===== src/vrfs_regs.svh =====
/*
 * Named constants of the regulator fault supervisor: timebase, qualification
 * times, mode settings and the overcurrent threshold table.
 * Assumes a 50 MHz system clock. Threshold codes are in units of 0.01 uA.
 */
`ifndef VRFS_REGS_SVH
`define VRFS_REGS_SVH

// ==========
// Timebase
// ==========
`define VRFS_CLK_MHZ 50
`define VRFS_TICK_US 1
`define VRFS_TICK_CYCLES (`VRFS_CLK_MHZ * `VRFS_TICK_US)

// ==========
// Qualification times, in timebase ticks
// ==========
`define VRFS_OC_QUAL_US 120
`define VRFS_FLT_QUAL_MS 1
`define VRFS_OC_QUAL_TICKS (`VRFS_OC_QUAL_US / `VRFS_TICK_US)
`define VRFS_FLT_QUAL_TICKS ((`VRFS_FLT_QUAL_MS * 1000) / `VRFS_TICK_US)

// ==========
// Light-load emulation re-entry
// ==========
`define VRFS_ZERO_CROSS_RUN 3'h4

// ==========
// Phase counts and band codes
// ==========
`define VRFS_PH1 2'h1
`define VRFS_PH2 2'h2
`define VRFS_PH3 2'h3
`define VRFS_BAND_NONE 3'h0

// ==========
// Overcurrent thresholds per program band and phase count (0.01 uA)
// ==========
`define VRFS_OCP_B0_P1 14'h07D0
`define VRFS_OCP_B0_P2 14'h0FA0
`define VRFS_OCP_B0_P3 14'h1770
`define VRFS_OCP_B1_P1 14'h08DE
`define VRFS_OCP_B1_P2 14'h11B2
`define VRFS_OCP_B1_P3 14'h1A90
`define VRFS_OCP_B2_P1 14'h0816
`define VRFS_OCP_B2_P2 14'h1022
`define VRFS_OCP_B2_P3 14'h1838
`define VRFS_OCP_B3_P1 14'h0708
`define VRFS_OCP_B3_P2 14'h0E10
`define VRFS_OCP_B3_P3 14'h1518
`define VRFS_OCP_B4_P1 14'h07D0
`define VRFS_OCP_B4_P2 14'h0E95
`define VRFS_OCP_B4_P3 14'h15E0
`define VRFS_OCP_B5_P1 14'h08DE
`define VRFS_OCP_B5_P2 14'h0F1E
`define VRFS_OCP_B5_P3 14'h16A8
`define VRFS_OCP_B6_P1 14'h0816
`define VRFS_OCP_B6_P2 14'h10AE
`define VRFS_OCP_B6_P3 14'h1900
`define VRFS_OCP_B7_P1 14'h0708
`define VRFS_OCP_B7_P2 14'h1130
`define VRFS_OCP_B7_P3 14'h19C8

`endif


===== src/vrfs_pkg.sv =====
/*
 * Types of the regulator fault supervisor.
 * Assumes vrfs_regs.svh supplies the numeric constants.
 */
package vrfs_pkg;

    // ======================================================================
    // Light-load emulation state, one-hot
    // ======================================================================
    typedef enum logic [3:0] {
        VRFS_EMU_CCM   = 4'h1,
        VRFS_EMU_DRIVE = 4'h2,
        VRFS_EMU_WAIT  = 4'h4,
        VRFS_EMU_DCM   = 4'h8
    } vrfs_emu_state_t;

    // ======================================================================
    // Hard overvoltage crowbar state, one-hot
    // ======================================================================
    typedef enum logic [2:0] {
        VRFS_HOV_IDLE  = 3'h1,
        VRFS_HOV_CLAMP = 3'h2,
        VRFS_HOV_OFF   = 3'h4
    } vrfs_hov_state_t;

    // Index of each timed fault
    typedef enum logic [1:0] {
        VRFS_F_OC  = 2'h0,
        VRFS_F_IMB = 2'h1,
        VRFS_F_UV  = 2'h2,
        VRFS_F_OV  = 2'h3
    } vrfs_fault_t;

endpackage : vrfs_pkg


===== src/vrfs_qual_if.sv =====
/*
 * Link between the supervisor and one fault qualification timer.
 * Assumes the owner drives condition and timebase tick on the same clock.
 */
`timescale 1ns/100ps
`default_nettype none

interface vrfs_qual_if;
    logic cond;
    logic tick;
    logic qualified;

    modport timer (input cond, input tick, output qualified);
    modport owner (output cond, output tick, input qualified);
endinterface : vrfs_qual_if

`default_nettype wire


===== src/vrfs_qual_timer.sv =====
/*
 * Fault qualification timer: counts timebase ticks while its condition is
 * continuously present, restarts at zero whenever it drops.
 * Assumes tick is a one-cycle pulse on the common clock.
 */
`timescale 1ns/100ps
`default_nettype none

module vrfs_qual_timer #(
    parameter int WIDTH = 10,
    parameter logic [WIDTH-1:0] LIMIT = '1
) (
    input wire logic clk,
    input wire logic rst,
    vrfs_qual_if.timer q
);
    logic [WIDTH-1:0] cnt_reg;
    logic [WIDTH-1:0] cnt_next;

    // ======================================================================
    // Counter
    // ======================================================================
    // Saturates at the limit so the qualified level holds while cond stays
    always_comb begin
        cnt_next = cnt_reg;
        if (!q.cond) begin
            cnt_next = '0;
        end else if (q.tick && cnt_reg != LIMIT) begin
            cnt_next = cnt_reg + {{(WIDTH-1){1'b0}}, 1'b1};
        end
    end

    always_ff @(posedge clk or posedge rst) begin
        if (rst) begin
            cnt_reg <= '0;
        end else begin
            cnt_reg <= cnt_next;
        end
    end

    assign q.qualified = q.cond && (cnt_reg == LIMIT);

endmodule : vrfs_qual_timer

`default_nettype wire


===== src/vrfs_supervisor.sv =====
/*
 * Supervisory logic of a multiphase buck controller: mode selection,
 * light-load emulation re-entry, fast extra clock, fault qualification and
 * latching, hard overvoltage crowbar, thermal throttle and second feedback
 * capacitor switch.
 * Assumes all comparator flags are synchronous to clk; rst is the supply
 * power-on reset; analog sensing and ramp generation live outside.
 */
`timescale 1ns/100ps
`default_nettype none

`include "vrfs_regs.svh"

// Summary of operation
// - Rising code in emulation: drive up, return
// - Enter DISCONTINUOUS_CONDUCTION after four consecutive zero crossings
// - Falling code in emulation: stay, no pull-down
// - Output dip below filtered copy: extra clock
// - Overcurrent fault after 120 us continuous excess
// - Program band latched at start-up, held till disable
// - Threshold from band and phases; defaults 20/40/60
// - Way-overcurrent: tri-state PWM, power-good low immediately
// - Phase imbalance for 1 ms latches off
// - Undervoltage for 1 ms latches off
// - Overvoltage plus 200 mV for 1 ms faults
// - Latched fault: power-good low, switches off
// - Faults clear on disable or power-on reset
// - Above 1.55 V clamp low side until 0.85 V
// - Hard overvoltage cleared only by power-on reset
// - Hard overvoltage watch active whenever enabled
// - Thermistor low drives throttle output low only
// - Second feedback only in two-phase configuration
// - Switch closed two-phase, open single-phase
// - Open switch pin keeps tracking feedback node
// - Phases and emulation follow hint pins
module vrfs_supervisor #(
    parameter int TICK_CYCLES = `VRFS_TICK_CYCLES,
    parameter int QUAL_WIDTH = 10
) (
    input wire logic clk,
    input wire logic rst,
    input wire logic regulator_enable,
    input wire logic [1:0] config_phases,
    input wire logic power_state_hint_n,
    input wire logic deep_sleep_request,
    input wire logic [6:0] voltage_code,
    input wire logic [2:0] comp_band,
    input wire logic target_reached,
    input wire logic switch_cycle,
    input wire logic zero_cross,
    input wire logic output_dip,
    input wire logic droop_over_ocp,
    input wire logic droop_over_way,
    input wire logic phase_current_sense_imbalance,
    input wire logic output_sense_under,
    input wire logic output_sense_over,
    input wire logic output_sense_above_hard,
    input wire logic output_sense_below_release,
    input wire logic thermistor_low,
    output logic power_good,
    output logic pwm_tristate,
    output logic low_side_on,
    output logic soft_start,
    output logic [1:0] active_phases,
    output logic light_load_emulation,
    output logic discontinuous_conduction,
    output logic continuous_conduction,
    output logic extra_clock,
    output logic [13:0] overcurrent_trip,
    output logic second_feedback_switch,
    output logic feedback_track,
    output logic thermal_throttle_n,
    output logic [3:0] fault_status,
    output logic way_overcurrent,
    output logic overvoltage_trip
);

    // ==========
    // Threshold lookup, shared by the live and the latched paths
    // ==========
    function automatic logic [13:0] ocp_lookup(input logic [2:0] band,
                                               input logic [1:0] ph);
        logic [13:0] t1;
        logic [13:0] t2;
        logic [13:0] t3;
        t1 = `VRFS_OCP_B0_P1;
        t2 = `VRFS_OCP_B0_P2;
        t3 = `VRFS_OCP_B0_P3;
        case (band)
            3'h1: begin t1 = `VRFS_OCP_B1_P1; t2 = `VRFS_OCP_B1_P2; t3 = `VRFS_OCP_B1_P3; end
            3'h2: begin t1 = `VRFS_OCP_B2_P1; t2 = `VRFS_OCP_B2_P2; t3 = `VRFS_OCP_B2_P3; end
            3'h3: begin t1 = `VRFS_OCP_B3_P1; t2 = `VRFS_OCP_B3_P2; t3 = `VRFS_OCP_B3_P3; end
            3'h4: begin t1 = `VRFS_OCP_B4_P1; t2 = `VRFS_OCP_B4_P2; t3 = `VRFS_OCP_B4_P3; end
            3'h5: begin t1 = `VRFS_OCP_B5_P1; t2 = `VRFS_OCP_B5_P2; t3 = `VRFS_OCP_B5_P3; end
            3'h6: begin t1 = `VRFS_OCP_B6_P1; t2 = `VRFS_OCP_B6_P2; t3 = `VRFS_OCP_B6_P3; end
            3'h7: begin t1 = `VRFS_OCP_B7_P1; t2 = `VRFS_OCP_B7_P2; t3 = `VRFS_OCP_B7_P3; end
            default: begin t1 = `VRFS_OCP_B0_P1; t2 = `VRFS_OCP_B0_P2; t3 = `VRFS_OCP_B0_P3; end
        endcase
        if (ph == `VRFS_PH3) begin
            return t3;
        end else if (ph == `VRFS_PH2) begin
            return t2;
        end
        return t1;
    endfunction : ocp_lookup

    // ==========
    // Timebase
    // ==========
    logic [15:0] div_reg;
    logic [15:0] div_next;
    logic tick_reg;
    logic tick_next;
    logic extra_armed_reg;

    // Free-running, so qualification never waits on switching activity
    always_comb begin
        tick_next = (div_reg == 16'(TICK_CYCLES - 1));
        div_next = tick_next ? 16'h0000 : div_reg + 16'h0001;
    end

    always_ff @(posedge clk or posedge rst) begin
        if (rst) begin
            div_reg <= 16'h0000;
            tick_reg <= 1'b0;
        end else begin
            div_reg <= div_next;
            tick_reg <= tick_next;
        end
    end

    // ==========
    // Enable tracking, program band latch, phase mode
    // ==========
    logic en_d_reg;
    logic band_valid_reg;
    logic band_valid_next;
    logic [2:0] band_reg;
    logic [2:0] band_next;
    logic [1:0] phases_next;
    logic de_req;

    // Band is caught by a clocked process at the enable rise, never at reset
    always_comb begin
        band_valid_next = band_valid_reg;
        band_next = band_reg;
        if (!regulator_enable) begin
            band_valid_next = 1'b0;
        end else if (!band_valid_reg) begin
            band_valid_next = 1'b1;
            band_next = comp_band;
        end
        // Dropping the hint sheds one phase; deep sleep forces one phase
        de_req = deep_sleep_request;
        phases_next = config_phases;
        if (deep_sleep_request) begin
            phases_next = `VRFS_PH1;
        end else if (!power_state_hint_n && config_phases != `VRFS_PH1) begin
            phases_next = config_phases - `VRFS_PH1;
        end
    end

    always_ff @(posedge clk or posedge rst) begin
        if (rst) begin
            en_d_reg <= 1'b0;
            band_valid_reg <= 1'b0;
            band_reg <= `VRFS_BAND_NONE;
        end else begin
            en_d_reg <= regulator_enable;
            band_valid_reg <= band_valid_next;
            band_reg <= band_next;
        end
    end

    // ==========
    // Light-load emulation and conduction mode
    // ==========
    vrfs_pkg::vrfs_emu_state_t emu_reg;
    vrfs_pkg::vrfs_emu_state_t emu_next;
    logic [6:0] code_reg;
    logic [2:0] zc_reg;
    logic [2:0] zc_next;

    // The code is held by the processor between single-LSB steps
    always_comb begin
        emu_next = emu_reg;
        zc_next = zc_reg;
        case (emu_reg)
            vrfs_pkg::VRFS_EMU_CCM: begin
                zc_next = 3'h0;
                if (de_req) begin
                    emu_next = vrfs_pkg::VRFS_EMU_WAIT;
                end
            end
            vrfs_pkg::VRFS_EMU_DRIVE: begin
                zc_next = 3'h0;
                if (!de_req) begin
                    emu_next = vrfs_pkg::VRFS_EMU_CCM;
                end else if (target_reached) begin
                    emu_next = vrfs_pkg::VRFS_EMU_WAIT;
                end
            end
            vrfs_pkg::VRFS_EMU_WAIT: begin
                if (switch_cycle) begin
                    zc_next = zero_cross ? zc_reg + 3'h1 : 3'h0;
                end
                if (!de_req) begin
                    emu_next = vrfs_pkg::VRFS_EMU_CCM;
                end else if (voltage_code > code_reg) begin
                    emu_next = vrfs_pkg::VRFS_EMU_DRIVE;
                end else if (zc_next == `VRFS_ZERO_CROSS_RUN) begin
                    emu_next = vrfs_pkg::VRFS_EMU_DCM;
                end
            end
            vrfs_pkg::VRFS_EMU_DCM: begin
                zc_next = 3'h0;
                if (!de_req) begin
                    emu_next = vrfs_pkg::VRFS_EMU_CCM;
                end else if (voltage_code > code_reg) begin
                    emu_next = vrfs_pkg::VRFS_EMU_DRIVE;
                end
                // A falling code leaves the state alone: no active pull-down
            end
            default: begin
                emu_next = vrfs_pkg::VRFS_EMU_CCM;
                zc_next = 3'h0;
            end
        endcase
    end

    always_ff @(posedge clk or posedge rst) begin
        if (rst) begin
            emu_reg <= vrfs_pkg::VRFS_EMU_CCM;
            code_reg <= 7'h00;
            zc_reg <= 3'h0;
        end else begin
            emu_reg <= emu_next;
            code_reg <= voltage_code;
            zc_reg <= zc_next;
        end
    end

    // ==========
    // Qualified fault timers
    // ==========
    vrfs_qual_if q_if[4] ();
    logic [3:0] qual_cond;
    logic [3:0] qual_hit;

    // Gated by enable so a disable also restarts every timer
    assign qual_cond[vrfs_pkg::VRFS_F_OC] = regulator_enable && droop_over_ocp;
    assign qual_cond[vrfs_pkg::VRFS_F_IMB] = regulator_enable
        && phase_current_sense_imbalance;
    assign qual_cond[vrfs_pkg::VRFS_F_UV] = regulator_enable && output_sense_under;
    assign qual_cond[vrfs_pkg::VRFS_F_OV] = regulator_enable && output_sense_over;

    generate
        for (genvar i = 0; i < 4; i++) begin : g_qual
            localparam logic [QUAL_WIDTH-1:0] LIM = (i == 0) ?
                QUAL_WIDTH'(`VRFS_OC_QUAL_TICKS) : QUAL_WIDTH'(`VRFS_FLT_QUAL_TICKS);
            assign q_if[i].cond = qual_cond[i];
            assign q_if[i].tick = tick_reg;
            assign qual_hit[i] = q_if[i].qualified;
            vrfs_qual_timer #(
                .WIDTH(QUAL_WIDTH),
                .LIMIT(LIM)
            ) u_timer (
                .clk(clk),
                .rst(rst),
                .q(q_if[i].timer)
            );
        end
    endgenerate

    // ==========
    // Fault latches and hard overvoltage crowbar
    // ==========
    logic [3:0] fault_reg;
    logic [3:0] fault_next;
    logic way_reg;
    logic way_next;
    vrfs_pkg::vrfs_hov_state_t hov_reg;
    vrfs_pkg::vrfs_hov_state_t hov_next;
    logic any_fault;

    // Disable clears soft faults; the hard overvoltage state survives it
    always_comb begin
        fault_next = fault_reg | qual_hit;
        way_next = way_reg || (regulator_enable && droop_over_way);
        if (!regulator_enable) begin
            fault_next = 4'h0;
            way_next = 1'b0;
        end
        hov_next = hov_reg;
        case (hov_reg)
            vrfs_pkg::VRFS_HOV_IDLE: begin
                if (regulator_enable && output_sense_above_hard) begin
                    hov_next = vrfs_pkg::VRFS_HOV_CLAMP;
                end
            end
            vrfs_pkg::VRFS_HOV_CLAMP: begin
                if (output_sense_below_release) begin
                    hov_next = vrfs_pkg::VRFS_HOV_OFF;
                end
            end
            vrfs_pkg::VRFS_HOV_OFF: begin
                // Watched even with other faults latched; no exit but reset
                if (regulator_enable && output_sense_above_hard) begin
                    hov_next = vrfs_pkg::VRFS_HOV_CLAMP;
                end
            end
            default: begin
                hov_next = vrfs_pkg::VRFS_HOV_IDLE;
            end
        endcase
    end

    always_ff @(posedge clk or posedge rst) begin
        if (rst) begin
            fault_reg <= 4'h0;
            way_reg <= 1'b0;
            hov_reg <= vrfs_pkg::VRFS_HOV_IDLE;
        end else begin
            fault_reg <= fault_next;
            way_reg <= way_next;
            hov_reg <= hov_next;
        end
    end

    assign any_fault = (fault_next != 4'h0) || way_next;

    // ==========
    // Registered outputs
    // ==========
    always_ff @(posedge clk or posedge rst) begin
        if (rst) begin
            power_good <= 1'b0;
            pwm_tristate <= 1'b1;
            low_side_on <= 1'b0;
            soft_start <= 1'b0;
            active_phases <= `VRFS_PH1;
            light_load_emulation <= 1'b0;
            discontinuous_conduction <= 1'b0;
            continuous_conduction <= 1'b1;
            extra_clock <= 1'b0;
            overcurrent_trip <= `VRFS_OCP_B0_P1;
            second_feedback_switch <= 1'b0;
            feedback_track <= 1'b0;
            thermal_throttle_n <= 1'b1;
            fault_status <= 4'h0;
            way_overcurrent <= 1'b0;
            overvoltage_trip <= 1'b0;
        end else begin
            // Power-good needs enable, no latched fault and no crowbar history
            power_good <= regulator_enable && !any_fault
                && (hov_next == vrfs_pkg::VRFS_HOV_IDLE);
            // Tri-state unless running clean or clamping the low side
            pwm_tristate <= (hov_next != vrfs_pkg::VRFS_HOV_CLAMP)
                && (!regulator_enable || any_fault
                || hov_next == vrfs_pkg::VRFS_HOV_OFF);
            low_side_on <= (hov_next == vrfs_pkg::VRFS_HOV_CLAMP);
            soft_start <= regulator_enable && !en_d_reg;
            active_phases <= phases_next;
            light_load_emulation <= (emu_next == vrfs_pkg::VRFS_EMU_WAIT)
                || (emu_next == vrfs_pkg::VRFS_EMU_DCM);
            discontinuous_conduction <= (emu_next == vrfs_pkg::VRFS_EMU_DCM);
            continuous_conduction <= (emu_next == vrfs_pkg::VRFS_EMU_CCM)
                || (emu_next == vrfs_pkg::VRFS_EMU_DRIVE);
            extra_clock <= output_dip && !extra_armed_reg;
            // Live band before start-up, latched band after
            overcurrent_trip <= ocp_lookup(band_valid_next ? band_next : comp_band,
                phases_next);
            second_feedback_switch <= (config_phases == `VRFS_PH2)
                && (phases_next == `VRFS_PH2);
            feedback_track <= (config_phases == `VRFS_PH2)
                && (phases_next != `VRFS_PH2);
            thermal_throttle_n <= !thermistor_low;
            fault_status <= fault_next;
            way_overcurrent <= way_next;
            overvoltage_trip <= (hov_next != vrfs_pkg::VRFS_HOV_IDLE);
        end
    end

    // ==========
    // Dip edge memory for the one-shot extra clock
    // ==========

    // One pulse per dip; a held dip must not keep firing the modulator
    always_ff @(posedge clk or posedge rst) begin
        if (rst) begin
            extra_armed_reg <= 1'b0;
        end else begin
            extra_armed_reg <= output_dip;
        end
    end

endmodule : vrfs_supervisor

`default_nettype wire


===== config.mk =====
export PLATFORM = sky130hd
export DESIGN_NAME = vrfs_supervisor
export DESIGN_NICKNAME = d
export VERILOG_FILES = /design/src/vrfs_pkg.sv /design/src/vrfs_qual_if.sv /design/src/vrfs_qual_timer.sv /design/src/vrfs_supervisor.sv
export VERILOG_INCLUDE_DIRS = /design/src
export SDC_FILE = /design/constraint.sdc
export NUM_CORES = 1
export LEC_CHECK = 0
export BUFFER_PORTS_ARGS = -buffer_cell sky130_fd_sc_hd__buf_4
export CAP_MARGIN = 20
export CORE_MARGIN = 2
export CORE_UTILIZATION = 51
export DETAILED_ROUTE_END_ITERATION = 8
export MAX_ROUTING_LAYER = met4
export PLACE_DENSITY = 0.71
export SLEW_MARGIN = 25
export SYNTH_ARGS = -nofsm -noshare
export SYNTH_HDL_FRONTEND = slang
export SYNTH_SLANG_ARGS = --single-unit

===== constraint.sdc =====
create_clock -name clk -period 11.07 [get_ports clk]
set_clock_uncertainty 0.2 [all_clocks]
set_input_delay 1.6605 -clock clk [delete_from_list [all_inputs] [get_ports clk]]
set_output_delay 1.6605 -clock clk [all_outputs]
set_load 0.005 [all_outputs]

Word level (Yosys, flattened, before mapping)
Index checks and enable logic that the tools add are counted.
Storage, ports and cells
  output and inout port bits: 33
  word-level logic and storage cells: 161
  bits in registers: 113
Operators by class
  $add $sub $neg: 7
  multiplexer cells: 41
  equality and inequality tests: 42
  reductions and logical operators: 39
  bitwise operators: 1
  $lt $le $gt $ge: 1
Operators by type and width (count)
  case mux 13 bit (7 select lines): 1
  case mux 12 bit (7 select lines): 1
  2-to-1 mux 10 bit: 8
  2-to-1 mux 14 bit: 3
  adder 10 x 1 -> 10 bit (second input constant): 4
  2-to-1 mux 4 bit: 9
  case mux 12 bit (3 select lines): 1
  equality test 10 bit (second input constant): 3
  inequality test 10 bit (second input constant): 3
  2-to-1 mux 3 bit: 9
  logical AND 1 bit: 22
  equality test 3 bit (second input constant): 7
  adder 16 x 1 -> 16 bit (second input constant): 1
  equality test 16 x 6 -> 1 bit (second input constant): 1
  2-to-1 mux 16 bit: 1
  case mux 4 bit (4 select lines): 1
  equality test 3 x 2 -> 1 bit (second input constant): 4
  equality test 10 x 7 -> 1 bit (second input constant): 1
  inequality test 10 x 7 -> 1 bit (second input constant): 1
  inequality test 2 bit (second input constant): 5
  equality test 3 x 1 -> 1 bit (second input constant): 3
  equality test 4 x 1 -> 1 bit (second input constant): 2
  equality test 4 x 2 -> 1 bit (second input constant): 2
  equality test 4 x 3 -> 1 bit (second input constant): 2
  16 further kinds: 36

Longest topological paths before layout
  depth after elaboration: 11
  gate-level depth with buffers: 10
  gate-level depth less buffers: 9

Modules after synthesis
From an unflattened synthesis, not the netlist that was laid out.
Unflattened totals
  cell total of the unflattened synthesis: 563
  area total of the unflattened synthesis: 5743.0 um^2
By module, submodules not included
  vrfs_supervisor: cells an instance 318, area an instance 3399.5 um^2, times used 1, seq. area each 1791.7 um^2
  vrfs_qual_timer (g_qual[1].u_timer ...): cells an instance 62, area an instance 594.3 um^2, times used 3, seq. area each 250.2 um^2
  vrfs_qual_timer (g_qual[0].u_timer): cells an instance 59, area an instance 560.5 um^2, times used 1, seq. area each 250.2 um^2

Worst setup path before layout
Ideal clock, no wire load.
  path kind: input -> register
  from: in regulator_enable
  to: reg overcurrent_trip[8]
  slack: 7.497 ns
  buffers on the path: 1
  arrival: 3.293 ns
  stages: 9
  data required time: 10.790 ns
  cells stage by stage: nand2_2 > mux2i_1 > inv_1 > ha_1 > buf_1 > a211o_1 > nor2_2 > a21oi_1 > o221ai_2
On the way
  word-level cells in the longest chain between the ends: 7
  elaborated cells between the ends (all ways): 19
  those cells by class: eq/ne: 7; mux: 9; reduce/logical: 3
RTL lines
  start: declaration: line vrfs_supervisor.sv:42  | input wire logic regulator_enable,
  2-to-1 mux 3 bit / 2-to-1 mux 1 bit (equally long branches): line vrfs_supervisor.sv:147  | if (!regulator_enable) begin
  2-to-1 mux 3 bit *: line vrfs_supervisor.sv:371  | overcurrent_trip <= ocp_lookup(band_valid_next ? band_next : comp_band,
  equality test 3 bit (tied with other cells): line vrfs_supervisor.sv:89  | case (band)
  case mux 13 bit (7 select lines): line vrfs_supervisor.sv:89
  2-to-1 mux 14 bit: line vrfs_supervisor.sv:101  | end else if (ph == `VRFS_PH2) begin
  2-to-1 mux 14 bit: line vrfs_supervisor.sv:99  | if (ph == `VRFS_PH3) begin
  2-to-1 mux 14 bit *: line vrfs_supervisor.sv:104  | return t1;
  end signal: assignment: line vrfs_supervisor.sv:346  | overcurrent_trip <= `VRFS_OCP_B0_P1;
  end signal: assignment: line vrfs_supervisor.sv:371
  end: declaration: line vrfs_supervisor.sv:69  | output logic [13:0] overcurrent_trip,
Mark *: on every way between the ends. The rest lies on a longest branch, timed or not. The select of a mux whose other input is x is not followed.
A chain may end at the register's enable or synchronous reset.

Worst setup path after layout
  from: in regulator_enable
  to: reg overcurrent_trip[5]
On the way
  word-level cells in the longest chain between the ends: 7
  elaborated cells between the ends (all ways): 15
  those cells by class: eq/ne: 7; mux: 8
RTL lines (line)
  2-to-1 mux 3 bit / 2-to-1 mux 1 bit (equally long branches): vrfs_supervisor.sv:147
  2-to-1 mux 3 bit *: vrfs_supervisor.sv:371
  equality test 3 bit (tied with other cells): vrfs_supervisor.sv:89
  case mux 13 bit (7 select lines): vrfs_supervisor.sv:89
  2-to-1 mux 14 bit: vrfs_supervisor.sv:101
  2-to-1 mux 14 bit *: vrfs_supervisor.sv:99
  2-to-1 mux 14 bit *: vrfs_supervisor.sv:104
Marks and branches as above.

==> results.cfg <==
[routing]
vias = 3922
drtIter0Drc = 279
ant_nets = 0
drt-total-wl_mm = 9.94
post_drt_wl_per_cell_um = 13.6
vias_per_cell = 5.38
drc = 0
drtPass1Iterations = 6

[die]
dieHeight_um = 106
die_x_um = 106
ios = 62
dieArea_mm2 = 0.0113
rows = 37
core_mm2 = 0.0102
start_util_pct = 52.3

[logic_synthesis]
synth_compound_area_share_pct = 8.87
synth-adder-area-share_pct = 6.08
synth_edf_count = 0
synth.avg_cell_area_um2 = 10.1
yosys-mux-area-fraction_pct = 2.08
syn_inst = 528
synth-simple-area-share_pct = 19.2
synth_nets = 583
synthXorXnorAreaFrac_pct = 8.19
netlist_area_mm2 = 0.00535
yosys_register_bits = 111
seq_area_frac_synth_pct = 52.2
yosysWarningCount = 0
synth_top_family_by_area = simple AND/OR/NAND/NOR gates
synth_flop_cell = dfrtp_1
ys_types = 61
async_flop_share_pct = 100

[cells_and_area]
ff_latch_area_mm2 = 0.00279
nFillCells = 864
diodes = 0
drive_above_1_share_pct = 17.0
post-route-util_pct = 60.2
largest_register_ffs = 40
nNetsFinal = 643
multi_input_area_mm2 = 0.00238
syn2layout_area_growth_pct = 15.2

[sta]
worst_pin_slew_ps = 947
setup-tns-final_ps = 0
slew_violations = 0
rsz0062_at_grt = no
max_freq_mhz = 275
fin_crit_ps = 3640
setup_viol = 0
hold_violations = 0
slew_headroom_pct = 35.1
fin_crit_sh_pct = 32.9

[pwr]
power.density_mw_per_mm2 = 133
leakage_uw = 0.00283
ir_worst_vdd_mv = 0.0847

[min_path]
min_from = extra_armed_reg
whs_path_depth = 1
hold_path.class = flop to flop
worstHoldEndpoint = extra_clock

[worst_setup_path]
rr_startpoint = band_valid_reg
regToRegSetupSlack_ps = 8500
crit_type = input pin to flop
crit_required_ps = 11130
crit_buf_inv = 2
arrival_ps = 3700
critPathMostFrequentCell = o21ai_0
critPathLaunchType = input pin
slowest_delay_ps = 530
cp_top_family = multiplexers
r2r-end = overcurrent_trip[5]
reg2reg_depth = 8
cp_cell_sequence = buf_4 -> nand2_2 -> mux2i_1 -> inv_1 -> ha_1 -> nor3_1 -> a21oi_1 -> o21ai_0 -> o21ai_0
cp_max_fo = 17
worst_path_max_delay_cell = mux2i_1
cp-end-kind = flop

[clock_tree]
htreeDepth = 3
clock_latency_ps = 370
post_cts_resized = 0
cts_buffers = 9
path_clk_slew_ps = 100
postCtsSetupRepairBufs = 0
postCtsHoldBufs = 0
cts_num_sinks = 111
cts_tree = built
clockBufferDepth = 2
cts_root_buffer = clkbuf_8

[grt]
grt_usage_pct = 19.6
grt_start_max_net_pins = 83
overflow = 0
grt_pass1_wl_mm = 17.5
antenna_found_initial = 0
grt_pass1_vias = 3916

[place]
routabilityCongestion = 0.858
numPortBuffers = 60
dp_hpwl_mm = 7.01

[flow_run]
cap_viol_max_count = 0

[run_status]
status = finished, final reports clean
==> worst max path at each step <==
stage | start | cells past startpoint | endpoint | slack [ps]
after floorplan | rst | 1 | active_phases[1] | 6300
after global placement | regulator_enable | 9 | overcurrent_trip[8] | 7190
after detailed placement | regulator_enable | 9 | overcurrent_trip[8] | 7050
after CTS | regulator_enable | 9 | overcurrent_trip[8] | 7480
after global routing | regulator_enable | 9 | overcurrent_trip[5] | 7260
final | regulator_enable | 9 | overcurrent_trip[5] | 7430
==> logic make-up after synthesis <==
family | count (synthesis)
AOI/OAI and AO/OA | 73
xor gates and xnor gates | 50
adders and majority gates | 26
buffers and inverters | 45
DFF | 111
muxes | 10
other | 1
and+or+nand+nor | 212
==> power by group <==
group / switching [uW] / total [uW] / internal, uW
Clock: 137 / 272 / 135
Combinational: 58.0 / 107 / 49.1
Sequential: 10.7 / 441 / 430
Total: 206 / 820 / 614
==> final cells by class <==
class / count / area share (%)
clock buffer: 10 / 2.23
clock inverter: 6 / 1.48
inverter: 33 / 2.05
multi-input combinational: 372 / 38.6
sequential: 111 / 45.3
tap: 136 / 2.76
timing repair buffer: 61 / 7.50
==> synthesized netlist by cell type (2+ instances only) <==
cell type  count  share of area, %
buf_2          2              0.19
or3_1          2              0.23
nand3b_1       5              0.70
a21o_1         2              0.28
mux2i_1        4              0.75
a31oi_1        3              0.35
o21ai_1        2              0.19
xor2_1        28               4.6
nand4b_1       3              0.49
and3_1         5              0.59
ha_1          26               6.1
xnor2_1       22               3.6
dfstp_2       12               5.9
a211oi_1       2              0.28
o211ai_1       2              0.28
o21ai_0       20               1.9
nand2b_1       9               1.1
nand3_1       25               2.3
a21oi_1       17               1.6
nand4_1       17               2.0
nor4b_1        2              0.33
mux2_2         5               1.1
o21bai_1       2              0.28
dfrtp_1       99                46
nor4_1         2              0.23
o41ai_1        2              0.33
nor2_1        69               4.8
nor2b_1        8              0.94
nor3_1        12               1.1
clkbuf_1       8              0.56
o21a_1         4              0.56
nand2_1       43               3.0
and2_1         4              0.47
inv_1         33               2.3
==> per-stage QoR <==
stage               hold WS, ps  setup WS [ps]  power (uW)  area, um2  std cells
floorplan                   178           6300         509       5350        528
CTS                         210           7480         830       6150        729
global placement            185           7190         552       5930        713
global route                231           7260         861       6160        729
finish                      202           7430         820       6160        729
detailed placement          195           7050         556       5930        713
==> per-layer routing <==
metal  GRT usage [%]  routed length [um]
met1            24.8                4550
met2            31.8                4820
met3            3.86                 403
met4            6.39                 163
met5               -                   0
==> worst reg2reg max path, delay by kind of cell, from the launching register on <==
| kind | cells | cell delay, ps |
|---|---|---|
| AO/OA/AOI/OAI | 3 | 380 |
| AND/OR/NAND/NOR | 2 | 360 |
| adder cells (fa/ha/maj) | 1 | 360 |
| flip-flops | 1 | 400 |
| buffers and inverters | 1 | 220 |
| multiplexers | 1 | 530 |
==> cell usage in the layout (no fill, tap or decap), types with 3 or more instances in the layout <==
cell type and instances:
nor3_1 12, a31oi_1 3, xnor2_1 22, nand2b_1 9, xor2_1 28, dfstp_2 12
a21oi_1 17, mux2_2 5, and3_1 5, nand2_1 43, o21ai_0 20, nor2b_1 8
and2_1 4, nand3b_1 5, dfrtp_1 99, nor2_1 69, inv_1 32, ha_1 26
nand4b_1 3, nand3_1 25, o21a_1 4, clkbuf_8 10, nand4_1 17, buf_4 60
mux2i_1 4
Power figures use the tool's default switching activity.
